$ cat src/verilog/tcp_defs.svh
// constants for the 8-bit timer with compare and pwm output
`ifndef TCP_DEFS_SVH
`define TCP_DEFS_SVH
`define TCP_ADR_CTRL 4'h0
`define TCP_ADR_CNT 4'h1
`define TCP_ADR_CMP 4'h2
`define TCP_ADR_MASK 4'h3
`define TCP_ADR_FLAG 4'h4
`define TCP_ADR_GIE 4'h5
`define TCP_ADR_VACK 4'h6
`define TCP_B_FORCE 7
`define TCP_B_WM_LO 6
`define TCP_B_COM_HI 5
`define TCP_B_COM_LO 4
`define TCP_B_WM_HI 3
`define TCP_B_CMP_EN 1
`define TCP_B_OVF_EN 0
`define TCP_B_CMP_FLG 1
`define TCP_B_OVF_FLG 0
`define TCP_CTRL_RST 8'h00
`define TCP_MASK_RST 8'h00
`define TCP_MAXV 8'hFF
`define TCP_BOTV 8'h00
`define TCP_DIV8 10'h007
`define TCP_DIV64 10'h03F
`define TCP_DIV256 10'h0FF
`define TCP_DIV1024 10'h3FF
`endif

$ cat src/verilog/tcp_pkg.sv
// types for the 8-bit timer with compare and pwm output
package tcp_pkg;
  typedef enum logic [1:0] {
    TCP_WM_NORMAL = 2'h0,
    TCP_WM_PHASE = 2'h1,
    TCP_WM_CLEAR = 2'h2,
    TCP_WM_FAST = 2'h3
  } tcp_wave_t;
  typedef enum logic [1:0] {
    TCP_UP = 2'b01,
    TCP_DOWN = 2'b10
  } tcp_dir_t;
  typedef struct packed {
    logic [3:0] adr;
    logic we;
    logic sel;
    logic [7:0] dat;
  } tcp_req_t;
endpackage

$ cat src/verilog/tcp_timer.sv
// 8-bit timer/counter with one compare unit, pwm output and wishbone registers
//
// Notes on behaviour
// - counter runs on system clock; the timer clock is a one-cycle enable
// - force strobe in non-pwm mode applies compare action to output at once
// - forced compare sets no flag, never clears counter; strobe reads zero
// - mode bits 3 and 6 pick normal, phase pwm, clear-on-match, fast pwm; top
// - compare buffer update point and overflow flag point depend on mode
// - nonzero output mode bits hand the pin over to the compare output
// - non-pwm output modes: disconnect, toggle, clear, set on match
// - fast pwm: 2 clears on match sets at bottom, 3 inverse, 1 reserved
// - phase pwm: 2 clears on up match sets on down match, 3 inverse
// - pwm with compare equal top and upper bit set acts at top instead
// - clock select 0 stops, 1 undivided, 2..5 divide by 8,64,256,1024
// - clock select 6 counts falling, 7 rising edges of external input
// - external edges count even while the pin is an output
// - counter readable and writable; a write blocks the next match
// - compare value checked continuously; match feeds flag and waveform
// - mask holds compare enable at bit 1, overflow enable at bit 0
// - compare flag set on match, cleared by vector ack or writing one
// - interrupt raised when flag, enable and global enable are all set
// - phase pwm counts up to max then down to bottom, max held once
`timescale 1ns/100ps
`include "tcp_defs.svh"
module tcp_timer
  import tcp_pkg::*;
(
  input wire logic i_clk,
  input wire logic i_rstn,
  input wire logic i_wb_cyc,
  input wire logic i_wb_stb,
  input wire logic i_wb_we,
  input wire logic [3:0] i_wb_adr,
  input wire logic [3:0] i_wb_sel,
  input wire logic [31:0] i_wb_dat,
  output logic [31:0] o_wb_dat,
  output logic o_wb_ack,
  input wire logic i_ext_count,
  output logic o_cmp_out,
  output logic o_cmp_pin_own,
  output logic o_cmp_irq,
  output logic o_ovf_irq
);

  // ----------------------------------------
  // bus decode
  // ----------------------------------------
  tcp_req_t req;
  logic ack_r;
  logic acc;
  logic wr;
  assign req = '{adr: i_wb_adr, we: i_wb_we, sel: i_wb_sel[0], dat: i_wb_dat[7:0]};
  assign acc = i_wb_cyc & i_wb_stb & ~ack_r;
  assign wr = i_wb_cyc & i_wb_stb & ack_r & req.we & req.sel;
  assign o_wb_ack = ack_r;

  function automatic logic hit(input logic [3:0] a, input logic [3:0] b);
    hit = wr & (a == b);
  endfunction

  always_ff @(posedge i_clk or negedge i_rstn) begin
    if (!i_rstn) begin
      ack_r <= 1'b0;
    end else begin
      ack_r <= acc;
    end
  end

  // ----------------------------------------
  // registers
  // ----------------------------------------
  logic [7:0] ctrl_r;
  logic [7:0] cnt_r;
  logic [7:0] cmp_buf_r;
  logic [7:0] cmp_r;
  logic [7:0] mask_r;
  logic gie_r;
  logic cmp_flag_r;
  logic ovf_flag_r;
  logic force_r;
  logic blk_r;
  tcp_wave_t wm;
  logic [1:0] com;
  logic [2:0] csel;
  logic pwm;
  assign wm = tcp_wave_t'({ctrl_r[`TCP_B_WM_HI], ctrl_r[`TCP_B_WM_LO]});
  assign com = {ctrl_r[`TCP_B_COM_HI], ctrl_r[`TCP_B_COM_LO]};
  assign csel = ctrl_r[2:0];
  assign pwm = (wm == TCP_WM_PHASE) | (wm == TCP_WM_FAST);

  always_ff @(posedge i_clk or negedge i_rstn) begin
    if (!i_rstn) begin
      ctrl_r <= `TCP_CTRL_RST;
      force_r <= 1'b0;
    end else begin
      force_r <= 1'b0;
      if (hit(req.adr, `TCP_ADR_CTRL)) begin
        ctrl_r <= {1'b0, req.dat[6:0]};
        force_r <= req.dat[`TCP_B_FORCE];
      end
    end
  end

  always_ff @(posedge i_clk or negedge i_rstn) begin
    if (!i_rstn) begin
      mask_r <= `TCP_MASK_RST;
      gie_r <= 1'b0;
    end else begin
      if (hit(req.adr, `TCP_ADR_MASK)) begin
        mask_r <= req.dat;
      end
      if (hit(req.adr, `TCP_ADR_GIE)) begin
        gie_r <= req.dat[0];
      end
    end
  end

  // ----------------------------------------
  // clock select and prescaler
  // ----------------------------------------
  logic [9:0] pre_r;
  logic [2:0] ext_r;
  logic ext_lvl_r;
  logic tick;
  always_ff @(posedge i_clk or negedge i_rstn) begin
    if (!i_rstn) begin
      pre_r <= '0;
    end else begin
      pre_r <= pre_r + 10'h001;
    end
  end

  // external input sampled regardless of pin direction
  always_ff @(posedge i_clk or negedge i_rstn) begin
    if (!i_rstn) begin
      ext_r <= '0;
      ext_lvl_r <= 1'b0;
    end else begin
      ext_r <= {ext_r[1:0], i_ext_count};
      if (ext_r[1] == ext_r[2]) begin
        ext_lvl_r <= ext_r[2];
      end
    end
  end

  logic ext_new;
  assign ext_new = (ext_r[1] == ext_r[2]) ? ext_r[2] : ext_lvl_r;

  always_comb begin
    case (csel)
      3'h0: tick = 1'b0;
      3'h1: tick = 1'b1;
      3'h2: tick = ({7'h00, pre_r[2:0]} == `TCP_DIV8);
      3'h3: tick = ({4'h0, pre_r[5:0]} == `TCP_DIV64);
      3'h4: tick = ({2'h0, pre_r[7:0]} == `TCP_DIV256);
      3'h5: tick = (pre_r == `TCP_DIV1024);
      3'h6: tick = ext_lvl_r & ~ext_new;
      3'h7: tick = ~ext_lvl_r & ext_new;
      default: tick = 1'b0;
    endcase
  end

  // ----------------------------------------
  // counter
  // ----------------------------------------
  tcp_dir_t dir_r;
  logic [7:0] top;
  logic match;
  logic at_top;
  logic cnt_wr;
  assign top = (wm == TCP_WM_CLEAR) ? cmp_r : `TCP_MAXV;
  assign match = (cnt_r == cmp_r) & tick & ~blk_r;
  assign at_top = (cnt_r == top);
  assign cnt_wr = hit(req.adr, `TCP_ADR_CNT);

  // all counting is gated by the one-cycle tick on i_clk
  always_ff @(posedge i_clk or negedge i_rstn) begin
    if (!i_rstn) begin
      cnt_r <= `TCP_BOTV;
      dir_r <= TCP_UP;
    end else if (cnt_wr) begin
      cnt_r <= req.dat;
    end else if (tick) begin
      case (wm)
        TCP_WM_PHASE: begin
          if (dir_r == TCP_UP) begin
            if (cnt_r == `TCP_MAXV) begin
              dir_r <= TCP_DOWN;
              cnt_r <= cnt_r - 8'h01;
            end else begin
              cnt_r <= cnt_r + 8'h01;
            end
          end else begin
            if (cnt_r == `TCP_BOTV) begin
              dir_r <= TCP_UP;
              cnt_r <= cnt_r + 8'h01;
            end else begin
              cnt_r <= cnt_r - 8'h01;
            end
          end
        end
        TCP_WM_CLEAR: begin
          cnt_r <= at_top ? `TCP_BOTV : cnt_r + 8'h01;
          dir_r <= TCP_UP;
        end
        default: begin
          cnt_r <= cnt_r + 8'h01;
          dir_r <= TCP_UP;
        end
      endcase
    end
  end

  // a counter write blocks the match on the next tick
  always_ff @(posedge i_clk or negedge i_rstn) begin
    if (!i_rstn) begin
      blk_r <= 1'b0;
    end else if (cnt_wr) begin
      blk_r <= 1'b1;
    end else if (tick) begin
      blk_r <= 1'b0;
    end
  end

  // ----------------------------------------
  // compare buffer
  // ----------------------------------------
  logic upd;
  always_comb begin
    case (wm)
      TCP_WM_PHASE: upd = tick & (cnt_r == `TCP_MAXV) & (dir_r == TCP_UP);
      TCP_WM_FAST: upd = tick & (cnt_r == `TCP_MAXV);
      default: upd = 1'b1;
    endcase
  end

  always_ff @(posedge i_clk or negedge i_rstn) begin
    if (!i_rstn) begin
      cmp_buf_r <= '0;
      cmp_r <= '0;
    end else begin
      if (hit(req.adr, `TCP_ADR_CMP)) begin
        cmp_buf_r <= req.dat;
      end
      if (upd) begin
        cmp_r <= hit(req.adr, `TCP_ADR_CMP) ? req.dat : cmp_buf_r;
      end
    end
  end

  // ----------------------------------------
  // flags
  // ----------------------------------------
  logic ovf_ev;
  logic vack_cmp;
  logic vack_ovf;
  assign ovf_ev = tick & ((wm == TCP_WM_PHASE) ?
    (cnt_r == `TCP_BOTV) & (dir_r == TCP_DOWN) : (cnt_r == `TCP_MAXV));
  assign vack_cmp = hit(req.adr, `TCP_ADR_VACK) & req.dat[`TCP_B_CMP_FLG];
  assign vack_ovf = hit(req.adr, `TCP_ADR_VACK) & req.dat[`TCP_B_OVF_FLG];

  // set wins over clear
  always_ff @(posedge i_clk or negedge i_rstn) begin
    if (!i_rstn) begin
      cmp_flag_r <= 1'b0;
      ovf_flag_r <= 1'b0;
    end else begin
      if (match) begin
        cmp_flag_r <= 1'b1;
      end else if (vack_cmp | (hit(req.adr, `TCP_ADR_FLAG) & req.dat[`TCP_B_CMP_FLG])) begin
        cmp_flag_r <= 1'b0;
      end
      if (ovf_ev) begin
        ovf_flag_r <= 1'b1;
      end else if (vack_ovf | (hit(req.adr, `TCP_ADR_FLAG) & req.dat[`TCP_B_OVF_FLG])) begin
        ovf_flag_r <= 1'b0;
      end
    end
  end

  assign o_cmp_irq = gie_r & cmp_flag_r & mask_r[`TCP_B_CMP_EN];
  assign o_ovf_irq = gie_r & ovf_flag_r & mask_r[`TCP_B_OVF_EN];

  // ----------------------------------------
  // waveform output
  // ----------------------------------------
  logic oc_r;
  logic top_case;
  assign top_case = pwm & (cmp_r == `TCP_MAXV) & com[1];

  always_ff @(posedge i_clk or negedge i_rstn) begin
    if (!i_rstn) begin
      oc_r <= 1'b0;
    end else if (!pwm) begin
      if ((match | force_r) & com != 2'h0) begin
        case (com)
          2'h1: oc_r <= ~oc_r;
          2'h2: oc_r <= 1'b0;
          2'h3: oc_r <= 1'b1;
          default: oc_r <= oc_r;
        endcase
      end
    end else if (com[1]) begin
      if (top_case) begin
        if (tick & (cnt_r == `TCP_MAXV)) begin
          oc_r <= ~com[0];
        end
      end else if (wm == TCP_WM_FAST) begin
        if (match) begin
          oc_r <= com[0];
        end else if (tick & (cnt_r == `TCP_MAXV)) begin
          oc_r <= ~com[0];
        end
      end else if (match) begin
        oc_r <= (dir_r == TCP_UP) ? com[0] : ~com[0];
      end
    end
  end

  assign o_cmp_out = oc_r;
  assign o_cmp_pin_own = (com != 2'h0);

  // ----------------------------------------
  // read data
  // ----------------------------------------
  logic [7:0] rd_nxt;
  logic [31:0] rd_r;
  always_comb begin
    case (req.adr)
      `TCP_ADR_CTRL: rd_nxt = ctrl_r;
      `TCP_ADR_CNT: rd_nxt = cnt_r;
      `TCP_ADR_CMP: rd_nxt = cmp_buf_r;
      `TCP_ADR_MASK: rd_nxt = mask_r;
      `TCP_ADR_FLAG: rd_nxt = {6'h00, cmp_flag_r, ovf_flag_r};
      `TCP_ADR_GIE: rd_nxt = {7'h00, gie_r};
      default: rd_nxt = 8'h00;
    endcase
  end

  always_ff @(posedge i_clk or negedge i_rstn) begin
    if (!i_rstn) begin
      rd_r <= '0;
    end else if (acc) begin
      rd_r <= {24'h0000_00, rd_nxt};
    end
  end
  assign o_wb_dat = rd_r;

endmodule // tcp_timer

$ cat config.mk
export PLATFORM = sky130hd
export DESIGN_NAME = tcp_timer
export DESIGN_NICKNAME = d
export VERILOG_FILES = /design/src/verilog/tcp_pkg.sv /design/src/verilog/tcp_timer.sv
export VERILOG_INCLUDE_DIRS = /design/src /design/src/verilog
export SDC_FILE = /design/constraint.sdc
export NUM_CORES = 1
export LEC_CHECK = 0
export ABC_AREA = 1
export BUFFER_PORTS_ARGS = -buffer_cell sky130_fd_sc_hd__clkbuf_2
export CAP_MARGIN = 0
export CORE_MARGIN = 2
export CORE_UTILIZATION = 40
export DETAILED_ROUTE_END_ITERATION = 16
export PLACE_DENSITY_LB_ADDON = 0.1
export SLEW_MARGIN = 20
export SYNTH_ARGS = -nofsm -noshare
export SYNTH_HDL_FRONTEND = slang
export SYNTH_SLANG_ARGS = --single-unit
$ cat constraint.sdc
create_clock -name i_clk -period 2.3 [get_ports i_clk]
set_input_delay 0.23 -clock i_clk [delete_from_list [all_inputs] [get_ports i_clk]]
set_output_delay 0.23 -clock i_clk [all_outputs]
set_load 0.05 [all_outputs]
==> impl_metrics.ini, run 1 <==
[hold_path]
worstHoldPathType = in -> reg

[timing]
worst_slew_pin_slew_ns = 0.555
slew_viol_final = 0
fin_ws_ns = 0.240
finalSetupTns_ns = 0
fin_crit_ns = 2.06
slew_headroom_pct = 62.9
fmaxAchievable_mhz = 485
hold_viol = 0
period_share_pct = 89.6
fin_worst_skew_ns = 0.0134
setup_viol = 0
whs_ns = 0.174
rsz0062_at_grt = no

[die]
floorplan.initialDensity_pct = 41.4
fp.dieW_um = 105
core_area_mm2 = 0.00977
die-area_mm2 = 0.0109
ios = 83
row_count = 36
die_h_um = 105

[detailed_routing]
routed_wl_mm = 10.1
dr.pass1.iters = 5
vias = 3471
detail_route.wl_per_cell_um = 14.5
ant_nets = 0
drc = 0
drtIter0Drc = 232
avgViaCountPerCell = 5.02

[cts]
htreeDepth = 3
clk_latency_ns = 0.35
numCtsBuffers = 9
clk_root_buffer_cell = clkbuf_8
clock_path_buffers = 2
path_clk_slew_ns = 0.08
cts_tree = built
cts.sinks = 70

[finish]
fill_cells = 1013
drive_above_1_share_pct = 14.1
num-nets-final = 608
num_antenna_cells = 0
synthToLayoutAreaGrowth_pct = 11.0

[synth]
synthTopCellsByArea = dfrtp_1 (43%), nand2_1 (11%), o21ai_0 (6.9%)
synth-seq-cells = 70
yosysMostFrequentCell = nand2_1
synth_area_mm2 = 0.00405
synth_ff_type = dfrtp_1
synthTopCellsByCount = nand2_1 (118), dfrtp_1 (69), inv_1 (64)
yosysUniqueCellTypes = 40
synth_top_area_share_pct = 42.7
ys_seq_area_share_pct = 43.3
synth_edf_count = 0
yosys.area.top_type = dfrtp_1
yosys_warnings = 0
syn_inst = 515
async_flop_share_pct = 100
syn_avg_cell_area_um2 = 7.85

[flow_run]
drv_cap = 0

[grt]
gr-total-overflow = 0
grt_max_degree = 42
grt_use_total_pct = 19.6
grt_antenna_before_repair = 0
grt_pass1_wl_mm = 16.8
grt_pass1_vias = 3307

[power_and_ir_drop]
p_leak_nw = 2.20
power_per_cell_area_mw_per_mm2 = 718
ir_drop_uv = 293

[place]
gp_congestion = 0.884
post-place-ws_ns = 0.260
port_buffers = 31
hpwlAfterDp_mm = 7.63

[setup_path]
cp-end-kind = register
rrSetupSlack_ns = 0.24
start_kind = register
critical_path_class = reg -> reg
worstPathArrival_ns = 2.29
crit_required_ns = 2.53
crit_fanout = 5

[status]
status = complete, no violations
-- registers in the layout, summed over array words and instances, names as in the netlist, 3 cells and up --
name       count
cmp_buf_r      8
cmp_r          8
cnt_r          8
ctrl_r         7
ext_r          3
mask_r         8
o_wb_dat       8
pre_r         10
-- cell usage in the layout, fill, tap and decap left out, types with 2 or more instances in the layout --
cell type and count:
nand4_1 4, nor4_1 2, ha_1 8, nand2_2 7
nor2_2 3, conb_1 24, nor3_1 12, o21bai_1 2
o211ai_1 3, o22ai_1 10, a22o_1 3, buf_4 4
nand3_1 25, nor2_4 4, a21oi_1 15, nor2_1 34
inv_6 2, o21a_1 2, inv_1 64, dlygate4sd3_1 2
xnor2_1 3, o21ai_1 3, clkbuf_8 9, o21ai_0 56
a221oi_1 3, dfrtp_1 69, nand2_1 118, clkbuf_2 30
inv_2 7, xor2_1 14
-- through the flow --
step                      util [%]  total power, W  cell area (um^2)  std cells
final                         46.0         0.00322              4490        692
after detailed placement      43.6         0.00223              4260        674
after floorplan                  -         0.00207              4130        538
after global routing          46.0         0.00342              4490        692
after global placement        43.6         0.00222              4260        674
after CTS                     45.8         0.00325              4480        692
-- final timing paths --
check | start | end | cells after the start
setup / recovery | cnt_r[0]$_DFFE_PN0P_ | cnt_r[4]$_DFFE_PN0P_ | 14
setup reg to reg | cnt_r[0]$_DFFE_PN0P_ | cnt_r[4]$_DFFE_PN0P_ | 14
max in group asynchronous | i_rstn | cmp_r[7]$_DFFE_PN0P_ | 3
min in group asynchronous | i_rstn | gie_r$_DFFE_PN0P_ | 2
hold reg to reg | ext_r[0]$_DFF_PN0_ | ext_r[1]$_DFF_PN0_ | 0
hold / removal | i_wb_stb | o_wb_ack$_DFF_PN0_ | 3
-- routing by layer --
| metal | GRT usage, % | share of wire [%] | vias to the layer above |
|---|---|---|---|
| li1 | - | - | 1698 |
| met1 | 26.8 | 48 | 1668 |
| met2 | 31.7 | 46 | 96 |
| met3 | 3.31 | 4.8 | 9 |
| met4 | 5.98 | 1.3 | 0 |
| met5 | 0 | 0 | - |
-- where the power goes --
part           total [W]  switching, W  internal, W
combinational   0.000784      0.000544     0.000241
clock            0.00101      0.000501     0.000509
sequential       0.00143      0.000107      0.00132
-- worst max-delay path, cell delays in order, from the launching register on --
cell and delay [ns]:
dfrtp_1 0.43, ha_1 0.19, nand2_1 0.07, inv_2 0.07, nand2_2 0.06, nor2_2 0.13, nand3_2 0.11, nor2_4 0.16
nand2_2 0.09, nand2_4 0.10, inv_2 0.05, a21oi_4 0.19, nor2_1 0.06, o21ai_1 0.15, nand2_1 0.06
-- kinds of logic (layout without fill, tap and decap cells) --
| logic type | count (synthesis) | count (layout) | share of synthesized area, % |
|---|---|---|---|
| AOI/OAI and AO/OA | 103 | 103 | 14.9 |
| xor gates and xnor gates | 17 | 17 | 3.68 |
| adders and majority gates | 8 | 8 | 2.47 |
| buffers and inverters | 104 | 125 | 12.6 |
| DFF | 70 | 70 | 43.3 |
| other | 1 | 24 | 0.0927 |
| and+or+nand+nor | 212 | 212 | 23.0 |
-- layout make-up --
| class | instances | area (um^2) | area share (%) |
|---|---|---|---|
| sequential | 70 | 1750 | 39.0 |
| inverter | 71 | 267 | 5.93 |
| multi-input combinational | 364 | 1880 | 41.9 |
| timing repair buffer | 38 | 225 | 5.01 |
| tap | 133 | 166 | 3.70 |
| clock buffer | 10 | 128 | 2.84 |
| clock inverter | 6 | 68.8 | 1.53 |
-- repair_timing --
item / 4_1_cts / 5_1_grt
resized for setup: 0 / 2
hold buffers: 2 / 0
setup buffers: 0 / 0
setup endpoints to repair: 0 / 1
hold endpoints to repair: 13 / 0
No activity file was read; power rests on OpenSTA's default activity.
==> run 2: changes to the inputs <==
--- a/config.mk
+++ b/config.mk
@@ -10,7 +10,7 @@
 export BUFFER_PORTS_ARGS = -buffer_cell sky130_fd_sc_hd__clkbuf_2
 export CAP_MARGIN = 0
 export CORE_MARGIN = 2
-export CORE_UTILIZATION = 40
+export CORE_UTILIZATION = 46
 export DETAILED_ROUTE_END_ITERATION = 16
 export PLACE_DENSITY_LB_ADDON = 0.1
 export SLEW_MARGIN = 20
==> run 2 against run 1 <==
Against the previous run: non-clock buffer count is the same; flip-flop and latch count did not move; worst setup slack better by 0.038 ns; register-to-register slack improved by 0.04 ns; design area down 0.78%; worst hold slack lost 0.021 ns; critical path type unchanged; critical endpoint unchanged; largest cell class unchanged; highest routed layer unchanged.
==> impl_metrics.ini, run 2 (synthesis gave the netlist of run 1 again) <==
[cts]
cts_tree = built
numCtsBuffers = 9
clock_path_buffers = 2
htreeDepth = 3
path_clk_slew_ns = 0.08
clk_root_buffer_cell = clkbuf_8
clk_latency_ns = 0.35
post_cts.repair.setup_buffers = 0
cts.sinks = 70

[timing]
worst_slew_pin_slew_ns = 0.632
finalSetupTns_ns = 0
slew_headroom_pct = 57.8
hold_viol = 0
fmaxAchievable_mhz = 495
whs_ns = 0.153
rsz0062_at_grt = no
period_share_pct = 87.9
fin_crit_ns = 2.02
slew_viol_final = 0
fin_worst_skew_ns = 0.0107
setup_viol = 0

[setup_path]
crit_fanout = 5
cp-end-kind = register
start_kind = register
path_cells = ha_1 -> nand2_1 -> inv_2 -> nand2_2 -> nor2_2 -> nand3_2 -> nor2_4 -> nand2_2 -> nand2_4 -> inv_2 -> a21oi_4 -> nor2_1 -> o21ai_1 -> nand2_1
worst-path-buf-inv = 2
cpPeakStageDelay_ns = 0.43
critical_path_class = reg -> reg
crit_required_ns = 2.54
critPathSlowestCell = dfrtp_1
path_delay_family = simple AND/OR/NAND/NOR gates
worstPathArrival_ns = 2.26

[power_and_ir_drop]
comb_power_share_pct = 24.2
p_switching_w = 0.00117
ir_drop_uv = 229
switching_share_pct = 36.1
p_int_w = 0.00207
power_per_cell_area_mw_per_mm2 = 727
p_leak_nw = 2.19
clock_power_share_pct = 31.6
power_frac_seq_pct = 44.2

[detailed_routing]
drtIter0Drc = 114
routed_wl_mm = 10.1
avgViaCountPerCell = 5.18
ant_nets = 0
detail_route.wl_per_cell_um = 15.1
vias = 3454
drc = 0
dr.pass1.iters = 4

[flow_run]
drv_cap = 0

[finish]
multiInputGateArea_mm2 = 0.00188
final_cell_mix = nand2_1 (118), dfrtp_1 (69), inv_1 (64), o21ai_0 (56), nor2_1 (34)
final_common_cell = nand2_1
largest_reg_flops = 10
regMostFlops = pre_r
fill_cells = 877
num_antenna_cells = 0
num-nets-final = 608
drive_above_1_share_pct = 14.1
synthToLayoutAreaGrowth_pct = 10.2
seq_area_mm2 = 0.00175

[die]
core_area_mm2 = 0.00864
fp.dieW_um = 97.8
ios = 83
row_count = 34
floorplan.initialDensity_pct = 46.8
die_h_um = 97.8
die-area_mm2 = 0.00956

[place]
port_buffers = 31
hpwlAfterDp_mm = 7.50
gp_congestion = 0.848

[grt]
grt_use_total_pct = 22.3
grt_antenna_before_repair = 0
grt_pass1_vias = 3308
grt_pass1_wl_mm = 16.9
grt_max_degree = 48
gr-total-overflow = 0

[hold_path]
worstHoldPathType = in -> reg

[status]
status = complete, no violations
[run 2: cell types whose count changed in the layout (fill, tap and decap cells not counted), sizes merged]
cell | previous run | this run
clkinvlp | 1 | 3
clkinv | 2 | 1
inv | 73 | 72
[run 2: per-stage QoR]
| stage | setup WS (ns) | utilization, % | power (W) | std cells | area, um^2 |
|---|---|---|---|---|---|
| 6_report | 0.278 | 51.6 | 0.00324 | 667 | 4460 |
| 3_3_place_gp | 0.253 | 49.0 | 0.00222 | 649 | 4230 |
| 2_1_floorplan | 0.553 | - | 0.00207 | 538 | 4130 |
| 4_1_cts | 0.214 | 51.5 | 0.00325 | 667 | 4450 |
| 3_5_place_dp | 0.225 | 49.0 | 0.00223 | 649 | 4230 |
| 5_1_grt | 0.0475 | 51.6 | 0.00342 | 667 | 4460 |
[run 2: worst paths after layout]
kind                                      startpoint                 endpoint  slack (ns)  cells past startpoint
max in group asynchronous                     i_rstn     dir_r[0]$_DFFE_PN1P_        1.18                      3
worst max-delay path            cnt_r[1]$_DFFE_PN0P_     cnt_r[4]$_DFFE_PN0P_        0.28                     14
min in group asynchronous                     i_rstn  o_wb_dat[6]$_DFFE_PN0P_        0.40                      2
worst min-delay path                     i_wb_dat[1]     cnt_r[1]$_DFFE_PN0P_        0.15                      3
worst max register to register  cnt_r[1]$_DFFE_PN0P_     cnt_r[4]$_DFFE_PN0P_        0.28                     14
worst min register to register    ext_r[0]$_DFF_PN0_       ext_r[1]$_DFF_PN0_        0.35                      0
[run 2: worst min-delay path, cell delays in order]
cell	delay (ns)
clkbuf_2	0.10
nand2_1	0.05
o211ai_1	0.08
[run 2: power by group through the flow]
stage                     logic [W]  clock network [W]  registers, W
after floorplan            0.000641                  0       0.00143
after global placement     0.000762                  0       0.00145
after detailed placement   0.000772                  0       0.00145
after CTS                  0.000779            0.00104       0.00143
after global routing       0.000890            0.00109       0.00145
final                      0.000783            0.00102       0.00143
[run 2: layout make-up]
class,count,share of cell area (%)
clock inverters,6,1.57
clock buffers,10,2.86
multi-input cells,364,42.2
well taps,108,3.03
repair buffers,38,5.05
inverters,71,5.98
flip-flops and latches,70,39.3
[run 2: metal layers]
metal	global-route usage, %	wire length [um]	up-vias	part of all wire, %
met5	0	0	-	0
met4	9.08	282	0	2.8
met3	2.72	594	23	5.9
met2	32.6	4280	108	42
met1	33.7	4910	1620	49
li1	-	-	1703	-
[run 2: timing repair]
action / 4_1_cts / 5_1_grt
hold endpoints to repair: 24 / 0
hold buffers: 2 / 0
endpoints found under the setup margin: 0 / 2
resized for setup: 0 / 1
==> run 3: changes to the inputs <==
--- a/config.mk
+++ b/config.mk
@@ -8,7 +8,6 @@
 export LEC_CHECK = 0
 export ABC_AREA = 1
 export BUFFER_PORTS_ARGS = -buffer_cell sky130_fd_sc_hd__clkbuf_2
-export CAP_MARGIN = 0
 export CORE_MARGIN = 2
 export CORE_UTILIZATION = 46
 export DETAILED_ROUTE_END_ITERATION = 16
==> constraint.sdc (replaced) <==
create_clock -name i_clk -period 1.9 [get_ports i_clk]
set_input_delay 0.19 -clock i_clk [delete_from_list [all_inputs] [get_ports i_clk]]
set_output_delay 0.19 -clock i_clk [all_outputs]
set_load 0.05 [all_outputs]
==> run 3 against run 2 <==
Against the previous run: the run now ends with setup timing left; critical path depth unchanged; design area up 9.9%; flip-flop and latch count unchanged; largest cell class unchanged; largest power group unchanged; maximum frequency is 5.9% higher; clock skew is 0.0045 ns lower.
==> impl_metrics.ini, run 3 (synthesis gave the netlist of run 1 again) <==
[finish]
regMostFlops = pre_r
drive_above_1_share_pct = 23.4
num_antenna_cells = 0
largest_reg_flops = 10
stdcell_count = 714
final_cell_mix = nand2_1 (113), dfrtp_1 (68), inv_1 (62), buf_4 (49), o21ai_0 (48)
num-nets-final = 656
postLayoutCoreUtil_pct = 56.7
synthToLayoutAreaGrowth_pct = 21.1
final_common_cell = nand2_1

[die]
core_area_mm2 = 0.00864
row_count = 34
floorplan.initialDensity_pct = 46.8
die_h_um = 97.8
fp.dieW_um = 97.8
ios = 83
die-area_mm2 = 0.00956

[cts]
htreeDepth = 3
clk_root_buffer_cell = clkbuf_8
path_clk_slew_ns = 0.08
clock_path_buffers = 2
clk_latency_ns = 0.35
numCtsBuffers = 9
cts.sinks = 70
cts_tree = built

[place]
hpwlAfterDp_mm = 7.87
placed_cells = 683
port_buffers = 31
post-place-ws_ns = -0.0349
gp_congestion = 0.879

[power_and_ir_drop]
p_leak_nw = 2.43
ir_drop_uv = 399
p_int_w = 0.00279
comb_power_share_pct = 30.8
power_per_cell_area_mw_per_mm2 = 870
switching_share_pct = 34.6
clock_power_share_pct = 28.9
total_power_w = 0.00426
p_switching_w = 0.00147
power_frac_seq_pct = 40.3

[setup_path]
cpPeakStageDelay_ns = 0.39
critical_path_class = reg -> reg
worstPathArrival_ns = 2.15
crit_fanout = 5
cp-end-kind = register
path_delay_family = simple AND/OR/NAND/NOR gates
start_kind = register
critPathSlowestCell = dfrtp_1
crit_required_ns = 2.14
path_cells = ha_2 -> nand2_2 -> inv_2 -> nand2_4 -> nor2_4 -> nand3_2 -> nor2_4 -> nand2_2 -> nand2_4 -> inv_4 -> a21oi_4 -> nor2_1 -> o21ai_1 -> nand2_1
worst-path-buf-inv = 2

[timing]
fin_ws_ns = -0.00911
slew_viol_final = 0
fmaxAchievable_mhz = 524
slew_headroom_pct = 63.3
fin_crit_ns = 1.91
hold_viol = 0
worst_slew_pin_slew_ns = 0.550
period_share_pct = 100
setup_viol = 1
rsz0062_at_grt = yes
fin_worst_skew_ns = 0.00611
finalSetupTns_ns = -0.00911

[flow_run]
drv_cap = 0

[grt]
grt_use_total_pct = 22.7
grt_antenna_before_repair = 0
grt_max_degree = 32
gr-total-overflow = 0
grt_pass1_wl_mm = 17.2
grt_pass1_vias = 3445

[detailed_routing]
drc = 0
drtIter0Drc = 247
avgViaCountPerCell = 5.07
vias = 3619
routed_wl_mm = 10.4
ant_nets = 0
detail_route.wl_per_cell_um = 14.6
dr.pass1.iters = 5

[status]
status = complete, but fails checks
violations = setup timing

[hold_path]
worstHoldPathType = in -> reg
==> run 3: cell count changes in the layout (fill, tap and decap cells not counted), sizes merged <==
cell      previous run  this run
clkinvlp             3         2
buf                  6        54
==> run 3: area by class of cell <==
| cell class | instances | area [um^2] |
|---|---|---|
| clock buffer | 10 | 138 |
| clock inverter | 5 | 58.8 |
| multi-input combinational | 364 | 1930 |
| fill | 828 | 3740 |
| sequential | 70 | 1750 |
| inverter | 71 | 272 |
| timing repair buffer | 86 | 614 |
| tap | 108 | 135 |
==> run 3: worst register-to-register path, stage by stage, from the launching register on <==
cell and delay (ns):
dfrtp_1 0.39, ha_2 0.21, nand2_2 0.06, inv_2 0.08
nand2_4 0.06, nor2_4 0.11, nand3_2 0.10, nor2_4 0.14
nand2_2 0.09, nand2_4 0.08, inv_4 0.04, a21oi_4 0.21
nor2_1 0.07, o21ai_1 0.11, nand2_1 0.06
==> run 3: worst paths after layout <==
kind	start	endpoint	slack, ns	cells after the start
worst min-delay path	i_wb_dat[1]	cnt_r[1]$_DFFE_PN0P_	0.11	3
worst min register to register	ext_r[0]$_DFF_PN0_	ext_r[1]$_DFF_PN0_	0.35	0
worst max register to register	cnt_r[1]$_DFFE_PN0P_	cnt_r[4]$_DFFE_PN0P_	-0.009	14
min in group asynchronous	i_rstn	o_wb_dat[7]$_DFFE_PN0P_	0.29	2
worst max-delay path	cnt_r[1]$_DFFE_PN0P_	cnt_r[4]$_DFFE_PN0P_	-0.009	14
max in group asynchronous	i_rstn	dir_r[0]$_DFFE_PN1P_	1.01	3
==> run 3: repair_timing <==
action	4_1_cts	5_1_grt
hold endpoints to repair	12	0
gates resized for setup	9	21
endpoints found under the setup margin	7	18
hold buffers	2	0
buffers inserted	9	5
pin swaps	6	10
==> run 3: metrics by stage <==
step | cell area (um^2) | hold slack (ns)
after floorplan | 4130 | -0.106
after global placement | 4510 | 0.100
after detailed placement | 4510 | 0.111
after CTS | 4820 | 0.106
after global routing | 4900 | 0.133
final | 4900 | 0.115
==> run 3: power by group through the flow <==
stage	registers, W	logic (W)	clock network (W)
CTS	0.00172	0.00120	0.00125
global placement	0.00174	0.00113	0
floorplan	0.00173	0.000776	0
detailed placement	0.00174	0.00114	0
global route	0.00173	0.00144	0.00132
finish	0.00172	0.00131	0.00123
==> run 3: routing by layer <==
layer | part of all wire, % | track usage (%) | vias to the layer above | routed length (um)
met1 | 50 | 34.2 | 1700 | 5160
met2 | 43 | 34.2 | 110 | 4460
li1 | - | - | 1793 | -
met4 | 2.0 | 7.05 | 0 | 210
met5 | 0 | 0 | - | 0
met3 | 5.5 | 3.15 | 16 | 569
